### src/dsl_defines.vh
`ifndef DSL_DEFINES_VH
`define DSL_DEFINES_VH
`define DSL_WORD_BITS 18
`define DSL_CODE_BITS 16
`define DSL_ADDR_HI_POS 17
`define DSL_ADDR_LO_POS 16
`define DSL_ZERO_CODE 16'h0000
`define DSL_MID_CODE 16'h8000
`define DSL_ADDR_NONE 2'h0
`define DSL_ADDR_A 2'h1
`define DSL_ADDR_B 2'h2
`define DSL_ADDR_AB 2'h3
`define DSL_SYNC_STAGES 2
`endif

### src/dsl_serial_load.v
`include "dsl_defines.vh"
`default_nettype none
// Overview of operation
// - serial clock rising edge with chip select low shifts data bit in
// - shift register holds while select high or clock steady
// - only last 18 bits shifted are used at select rise
// - word is MSB first: two address bits then 16 code bits
// - select rising edge loads code into addressed input registers
// - address 00 none, 01 channel A, 10 channel B, 11 both
// - load strobe low makes DAC registers follow input registers
// - preset low forces input and DAC registers to zero or midscale by select pin; shift register keeps its bits
// - reset sets input and DAC registers to zero or midscale until a load
module dsl_serial_load #(
	parameter WORD_BITS = `DSL_WORD_BITS,
	parameter CODE_BITS = `DSL_CODE_BITS
) (
	input wire MCLK,
	input wire SRST,
	input wire SERIAL_CLK,
	input wire CHIP_SEL_N,
	input wire SERIAL_DATA_IN,
	input wire DAC_LOAD_STROBE_N,
	input wire PRESET_CLEAR_N,
	input wire PRESET_MIDSCALE,
	output wire [CODE_BITS-1:0] INPUT_REG_A,
	output wire [CODE_BITS-1:0] INPUT_REG_B,
	output wire [CODE_BITS-1:0] DAC_REG_A,
	output wire [CODE_BITS-1:0] DAC_REG_B,
	output wire [WORD_BITS-1:0] SHIFT_REG,
	output wire LOAD_PULSE
);
	wire [4:0] pins_sync;
	reg sclk_d_ff;
	reg cs_n_d_ff;
	reg [WORD_BITS-1:0] shift_ff;
	reg [CODE_BITS-1:0] in_a_ff;
	reg [CODE_BITS-1:0] in_b_ff;
	reg [CODE_BITS-1:0] dac_a_ff;
	reg [CODE_BITS-1:0] dac_b_ff;
	reg load_ff;
	reg [WORD_BITS-1:0] nxt_shift;
	reg [CODE_BITS-1:0] nxt_in_a;
	reg [CODE_BITS-1:0] nxt_in_b;
	reg [CODE_BITS-1:0] nxt_dac_a;
	reg [CODE_BITS-1:0] nxt_dac_b;
	wire sclk_s;
	wire cs_n_s;
	wire ser_data_s;
	wire strobe_n_s;
	wire preset_n_s;
	wire msb_s;
	wire shift_evt;
	wire load_evt;
	wire [1:0] addr;
	wire [CODE_BITS-1:0] preset_code;
	wire [CODE_BITS-1:0] load_code;
	wire hit_a;
	wire hit_b;

	function [CODE_BITS-1:0] preset_val;
		input mid;
		begin
			preset_val = mid ? `DSL_MID_CODE : `DSL_ZERO_CODE;
		end
	endfunction

	// one decoder serves both channels so they can never disagree on the table
	function chan_hit;
		input [1:0] code;
		input is_b;
		begin
			case (code)
				`DSL_ADDR_NONE: begin
					chan_hit = 1'b0;
				end
				`DSL_ADDR_A: begin
					chan_hit = ~is_b;
				end
				`DSL_ADDR_B: begin
					chan_hit = is_b;
				end
				`DSL_ADDR_AB: begin
					chan_hit = 1'b1;
				end
				default: begin
					chan_hit = 1'b0;
				end
			endcase
		end
	endfunction

	// every pin is foreign to MCLK, so all pass two flops; preset thus reaches the registers on the third clock
	dsl_sync #(.WIDTH(5)) u_sync (
		.clk(MCLK),
		.d({SERIAL_CLK, CHIP_SEL_N, SERIAL_DATA_IN, DAC_LOAD_STROBE_N, PRESET_CLEAR_N}),
		.q(pins_sync)
	);
	reg msb_s1_ff;
	reg msb_s2_ff;
	always @(posedge MCLK) begin
		msb_s1_ff <= PRESET_MIDSCALE;
		msb_s2_ff <= msb_s1_ff;
	end
	assign msb_s = msb_s2_ff;
	assign {sclk_s, cs_n_s, ser_data_s, strobe_n_s, preset_n_s} = pins_sync;

	// history resets to the idle low level of the link clock, so no false edge follows reset
	always @(posedge MCLK) begin
		if (SRST) begin
			sclk_d_ff <= 1'b0;
		end else begin
			sclk_d_ff <= sclk_s;
		end
	end

	// select history resets high, so an idle select after reset never looks like a rising edge
	always @(posedge MCLK) begin
		if (SRST) begin
			cs_n_d_ff <= 1'b1;
		end else begin
			cs_n_d_ff <= cs_n_s;
		end
	end

	// data sampled at the same delayed edge as the clock, keeping setup relationship
	assign shift_evt = sclk_s & ~sclk_d_ff & ~cs_n_s;
	assign load_evt = cs_n_s & ~cs_n_d_ff;
	assign addr = {shift_ff[`DSL_ADDR_HI_POS], shift_ff[`DSL_ADDR_LO_POS]};
	assign preset_code = preset_val(msb_s);
	assign load_code = shift_ff[CODE_BITS-1:0];
	assign hit_a = load_evt & chan_hit(addr, 1'b0);
	assign hit_b = load_evt & chan_hit(addr, 1'b1);

	// extra leading bits fall off the top, so only the last word counts at select rise
	always @* begin
		nxt_shift = shift_ff;
		if (shift_evt) begin
			nxt_shift = {shift_ff[WORD_BITS-2:0], ser_data_s};
		end
	end

	// preset is applied last so it wins over a load in the same cycle
	always @* begin
		nxt_in_a = in_a_ff;
		if (hit_a) begin
			nxt_in_a = load_code;
		end
		if (!preset_n_s) begin
			nxt_in_a = preset_code;
		end
	end

	always @* begin
		nxt_in_b = in_b_ff;
		if (hit_b) begin
			nxt_in_b = load_code;
		end
		if (!preset_n_s) begin
			nxt_in_b = preset_code;
		end
	end

	// transparent path sees the freshly loaded input value in the same cycle
	always @* begin
		nxt_dac_a = dac_a_ff;
		if (!strobe_n_s) begin
			nxt_dac_a = nxt_in_a;
		end
		if (!preset_n_s) begin
			nxt_dac_a = preset_code;
		end
	end

	always @* begin
		nxt_dac_b = dac_b_ff;
		if (!strobe_n_s) begin
			nxt_dac_b = nxt_in_b;
		end
		if (!preset_n_s) begin
			nxt_dac_b = preset_code;
		end
	end

	always @(posedge MCLK) begin
		if (SRST) begin
			shift_ff <= {WORD_BITS{1'b0}};
		end else begin
			shift_ff <= nxt_shift;
		end
	end

	// pulse marks the cycle after every select rise, even one with address 00 that loads no code
	always @(posedge MCLK) begin
		if (SRST) begin
			load_ff <= 1'b0;
		end else begin
			load_ff <= load_evt;
		end
	end

	// midscale strap is read live at reset, not latched
	always @(posedge MCLK) begin
		if (SRST) begin
			in_a_ff <= preset_code;
			in_b_ff <= preset_code;
		end else begin
			in_a_ff <= nxt_in_a;
			in_b_ff <= nxt_in_b;
		end
	end

	// reset follows the strap too, so power-up and preset agree
	always @(posedge MCLK) begin
		if (SRST) begin
			dac_a_ff <= preset_code;
			dac_b_ff <= preset_code;
		end else begin
			dac_a_ff <= nxt_dac_a;
			dac_b_ff <= nxt_dac_b;
		end
	end

	assign INPUT_REG_A = in_a_ff;
	assign INPUT_REG_B = in_b_ff;
	assign DAC_REG_A = dac_a_ff;
	assign DAC_REG_B = dac_b_ff;
	assign SHIFT_REG = shift_ff;
	assign LOAD_PULSE = load_ff;
endmodule // dsl_serial_load
`default_nettype wire

### src/dsl_sync.v
`default_nettype none
module dsl_sync #(
	parameter WIDTH = 1
) (
	input wire clk,
	input wire [WIDTH-1:0] d,
	output wire [WIDTH-1:0] q
);
	reg [WIDTH-1:0] stage1_ff;
	reg [WIDTH-1:0] stage2_ff;
	// first stage feeds only the second stage
	always @(posedge clk) begin
		stage1_ff <= d;
		stage2_ff <= stage1_ff;
	end
	assign q = stage2_ff;
endmodule // dsl_sync
`default_nettype wire

### config.mk
export PLATFORM = sky130hd
export DESIGN_NAME = dsl_serial_load
export DESIGN_NICKNAME = d
export VERILOG_FILES = /design/src/dsl_serial_load.v /design/src/dsl_sync.v
export VERILOG_INCLUDE_DIRS = /design/src
export SDC_FILE = /design/constraint.sdc
export NUM_CORES = 1
export LEC_CHECK = 0
export BUFFER_PORTS_ARGS = -buffer_cell sky130_fd_sc_hd__buf_4
export CORE_AREA = 5 5 87 89
export DETAILED_ROUTE_END_ITERATION = 16
export DIE_AREA = 0 0 92 94
export HOLD_SLACK_MARGIN = 0.05
export PLACE_DENSITY = 0.77
export RECOVER_POWER = 25
export SLEW_MARGIN = 0
export SYNTH_ARGS = -nofsm -noshare
export SYNTH_HDL_FRONTEND = slang
export SYNTH_SLANG_ARGS = --single-unit
export TNS_END_PERCENT = 20
### constraint.sdc
create_clock -name MCLK -period 2.1 [get_ports MCLK]
set_input_delay 0.42 -clock MCLK [delete_from_list [all_inputs] [get_ports MCLK]]
set_output_delay 0.42 -clock MCLK [all_outputs]
set_load 0.1 [all_outputs]
# Word-level counts from Yosys, hierarchy flattened
# Cells that the tools add are included.
# word_totals
out_inout_bits,83
register_bits,97
word_cells,44
# op_classes
bitwise,8
n_reduce_logical,5
eq_ne,4
n_mux,15
# ops
cell,n
two-way mux 16 bit,13
OR reduction 2 bit,4
AND 1 bit,5
equality test 2 bit (second input constant),2
case mux 1 bit (2 select lines),2
!= test 3 bit (second input constant),1
NOT 1 bit,3
equality test 2 x 1 -> 1 bit (second input constant),1
logical NOT 2 bit,1

# Logic depth before layout (Yosys ltp)
# logic_depth
word_depth,9
ltp_mapped,6
ltp_nobuf,3

# Hierarchy
# From an unflattened synthesis, not the netlist that was laid out.
# unflattened
cells_unflattened,309
area_unflattened_um2,3254.4
# modules_own_cells
mod,n_inst,cells_per_inst,area_per_inst_um2
dsl_serial_load,1,299,3054.2
dsl_sync,1,10,200.2

# Worst setup path before layout
# OpenSTA, ideal clock, no wires.
# synth_timing
path_kind,reg-to-reg
startpoint,"register shift_ff[16], in the netlist SHIFT_REG[16]"
endpoint,"register dac_a_ff[10], in the netlist DAC_REG_A[10] (data pin)"
slack_ps,149
n_path_buf,1
arrival_time_ps,1681
setup_time_ps,270
required_ps,1830
period_less_slack_ps,1951
path_stages_with_launch,5
cell_sequence,dfxtp_1 -> nand3b_1 -> buf_2 -> nand2_1 -> a21oi_1
# synth_between
elab_chain_len,9
# synth_lines
element,line,source
from (decl),dsl_serial_load.v:35,reg [WORD_BITS-1:0] shift_ff;
from (signal assigned),dsl_serial_load.v:186,shift_ff <= {WORD_BITS{1'b0}};
from (signal assigned),dsl_serial_load.v:188,shift_ff <= nxt_shift;
equality test 2 bit (tied with other cells),dsl_serial_load.v:72,case (code)
OR reduction 2 bit (no line),-,
case mux 1 bit (2 select lines) (*),dsl_serial_load.v:72,
AND 1 bit (*),dsl_serial_load.v:131,"assign hit_a = load_evt & chan_hit(addr, 1'b0);"
two-way mux 16 bit (*),dsl_serial_load.v:145,if (hit_a) begin
two-way mux 16 bit (*),dsl_serial_load.v:148,if (!preset_n_s) begin
two-way mux 16 bit (*),dsl_serial_load.v:166,if (!strobe_n_s) begin
two-way mux 16 bit (*),dsl_serial_load.v:169,if (!preset_n_s) begin
two-way mux 16 bit (*),dsl_serial_load.v:214,if (SRST) begin
to (signal assigned),dsl_serial_load.v:215,dac_a_ff <= preset_code;
to (signal assigned),dsl_serial_load.v:218,dac_a_ff <= nxt_dac_a;
to (decl),dsl_serial_load.v:38,reg [CODE_BITS-1:0] dac_a_ff;
# Every way passes the cells marked *; elsewhere a longest branch is shown, timed or not. The select of a mux whose other input is x is not followed.
# A chain may end at the register's enable or synchronous reset.

# Worst setup path after layout
# layout_timing
startpoint,"register u_sync.stage2_ff[3], in the netlist u_sync.q[3]"
endpoint,"register dac_a_ff[9], in the netlist DAC_REG_A[9] (data pin)"
# layout_between
elab_chain_len,7
# layout_lines
element,line,source
from (decl),dsl_sync.v:10,reg [WIDTH-1:0] stage2_ff;
from (signal assigned),dsl_sync.v:14,stage2_ff <= stage1_ff;
AND 1 bit,dsl_serial_load.v:127,assign load_evt = cs_n_s & ~cs_n_d_ff;
AND 1 bit,dsl_serial_load.v:131,
two-way mux 16 bit,dsl_serial_load.v:145,
two-way mux 16 bit,dsl_serial_load.v:148,
two-way mux 16 bit,dsl_serial_load.v:166,
two-way mux 16 bit,dsl_serial_load.v:169,
two-way mux 16 bit,dsl_serial_load.v:214,
# No other way between the ends. The select of a mux whose other input is x is not followed.

==> metrics.md <==
| Metric | Value |
|---|---|
| CP Data Arrival Time | 1780 ps |
| Via density | slightly above 5 |
| Die Y | 94 um |
| Sum Neg Setup Slack | 0 ps |
| Hold Crit Class | input port to register |
| Vias in the first global route | 2375 |
| GR Overflow Total | 0 |
| Final nets | 404 |
| DR pass1 iterations | 4 |
| Final wirelength | 7470 um |
| Most common cell after layout, fill and taps aside | nand2_1 |
| Synth Instances | 309 |
| Area growth syn-to-layout | 26.3% |
| CTS resizes | 0 |
| Core Footprint | 6680 sq um |
| Fmax | 0.590 GHz |
| Fin Clk Skew | between 9 and 10 ps |
| # hold bufs at CTS | 0 |
| Worst slew margin | 0.344 |
| Global-route wire length before repair | between 10000 and 15000 um |
| Cell taking the most area after synthesis | dfxtp_1 |
| CTS buffer count | 9 |
| Initial core utilization | 0.487 |
| Yosys top cell area share | 0.400 |
| Die W | 92 um |
| Crit Path Max Fanout | 16 |
| Layout cells sized above 1 | 0.275 |
| Hold Violations, Final | 0 |
| Switching pwr | 868 uW |
| R2R Setup Slk | between 400 and 500 ps |
| Sink Count | just under 100 |
| Max Slew Vio Count | 0 |
| CP Capture Type | register |
| Max-Cap Viols | 0 |
| # IOs | 91 |
| Via count | 2488 |
| Critical path type | register to register |
| Worst Hold Depth | 1 |
| Outcome | finished clean |
| Clk buf depth | 2 |
| Storage element area | 2260 sq um |
| Worst r2r src | u_sync.q[3] |
| Mapped Avg Cell Area | 10.5 sq um |
| Post-route minimum period | 1690 ps |
| Clock transition at the registers of the reported paths | about 90 ps |
| Dominant cells by area after synthesis | dfxtp_1 (40%), edfxtp_1 (30%), a21oi_1 (13%) |
| Initial antenna violation count | 0 |
| Sequential power share | 0.580 |
| Largest net degree at the start of global routing | 33 |
| Final ANT Viol Nets | 0 |
| Most frequent cells in the layout | nand2_1 (98), a21oi_1 (82), buf_4 (81) |
| Leakage | roughly 0.0016 uW |
| Row Count | 30 |
| Worst VDD drop | roughly 0.53 mV |
| Register area share after synthesis | 0.695 |
| Final Non-Filler Cells | 480 |
| Die area | 8650 sq um |
| DRC Markers | 0 |
| Clk_lat worst skew | 340 ps |
| Power Density | approximately 840 nW/um^2 |
| R2r endpoint | DAC_REG_A[9] |
| WP data required | 2190 ps |
| Combinational share of power | 0.096 |
| Synthesized cell area | 3260 sq um |
| Detailed Place HPWL | 5200 um |
| Yosys cell types | 19 |
| Clock power share | 0.324 |
| CTS tree | built |
| Setup Buffers After CTS | 0 |
| ANT cells | 0 |
| Total track usage | 0.176 |
| Unrepaired setup endpoints after global routing | false |
| Synthesized flop and latch total | 97 |
| Worst-margin pin slew | 985 ps |
| Filler cells | 559 |
| Final setup viols | 0 |
| Initial DRC count | 137 |
| Hold EP | u_sync.stage1_ff[0] |
| Routed wire per std cell | approximately 16 um |
| Switching Share | 0.253 |
| Final Wtd Congestion | 0.760 |
| Synthesis Warnings | 0 |
| Final Cycle Share | 0.807 |
| PortBufs | 90 |
| Multi-input logic area | slightly below 900 sq um |
| Worst hold slack | 203 ps |
| CTS root buf | clkbuf_8 |
| Cells on worst reg2reg path | 3 |
| Post-Syn Nets | 317 |
| Internal power | about 2600 uW |
| Deepest level of the CTS H-tree | 3 |
| Startpoint types | register |
| Placed cell count | roughly 470 |
| Worst min-delay path startpoint | PRESET_CLEAR_N |
kinds of logic after synthesis:
family	Yosys count	share of synthesized area
and+or+nand+nor	111	0.145
DFF	97	0.695
AOI/OAI and AO/OA	82	0.126
buffers and inverters	19	0.0346
registers in the layout (all words and copies together), names as in the netlist:
signal,count
SHIFT_REG,18
INPUT_REG_A,16
LOAD_PULSE,1
u_sync.stage1_ff,5
DAC_REG_A,16
DAC_REG_B,16
msb_s1_ff,1
cs_n_d_ff,1
sclk_d_ff,1
INPUT_REG_B,16
msb_s,1
u_sync.q,5
per-layer routing:
| layer | share of wire | GRT usage | vias to the layer above |
|---|---|---|---|
| met2 | 0.48 | 0.292 | 99 |
| met1 | 0.42 | 0.213 | 1163 |
| li1 | - | - | 1220 |
| met4 | 0.010 | 0.0619 | 0 |
| met3 | 0.085 | 0.0601 | 6 |
| met5 | 0 | 0 | - |
power by group through the flow:
stage / logic, uW / clock network (uW) / registers [uW]
floorplan: 56.4 / 0 / 2240
global placement: 332 / 0 / 2040
detailed placement: 335 / 0 / 2040
CTS: 335 / 1150 / 1990
global route: 340 / 1220 / 2000
finish: 329 / 1110 / 1990
layout make-up:
type | count | area share
sequential | 97 | 0.550
tap | 80 | 0.0243
clock inverter | 4 | 0.0110
multi-input combinational | 193 | 0.215
clock buffer | 11 | 0.0319
timing repair buffer | 95 | 0.168
stage by stage:
| stage | setup WS (ps) | power [uW] | area (sq um) | util |
|---|---|---|---|---|
| floorplan | 149 | 2300 | 3260 | - |
| global placement | 507 | 2370 | 3960 | 0.593 |
| detailed placement | 401 | 2370 | 3960 | 0.593 |
| CTS | 393 | 3480 | 4140 | 0.619 |
| global route | 241 | 3550 | 4110 | 0.616 |
| finish | 406 | 3430 | 4110 | 0.616 |
how the worst max path moves through the flow:
stage | start | to | slack (ps)
final | u_sync.q[3] | DAC_REG_A[9] | 410
after global placement | u_sync.q[3] | DAC_REG_A[11] | 510
after CTS | u_sync.q[3] | DAC_REG_A[5] | 390
after global routing | u_sync.q[3] | DAC_REG_A[9] | 240
after floorplan | SHIFT_REG[16] | DAC_REG_A[10] | 150
after detailed placement | u_sync.q[3] | DAC_REG_A[9] | 400
Yosys cell counts (all sizes together):
library cell  instances
a21oi                82
and3b                 2
buf                  10
clkbuf                9
dfxtp                65
edfxtp               32
nand2                99
nand2b                1
nand3b                2
nor2                  1
nor2b                 2
nor3b                 2
or2                   1
or3b                  1
critical path, stage by stage, from the launching register on:
cell      delay (ps)
dfxtp_1          480
nand3b_1         570
nand2_1          290
a21oi_1          100
Power figures use the tool's default switching activity.
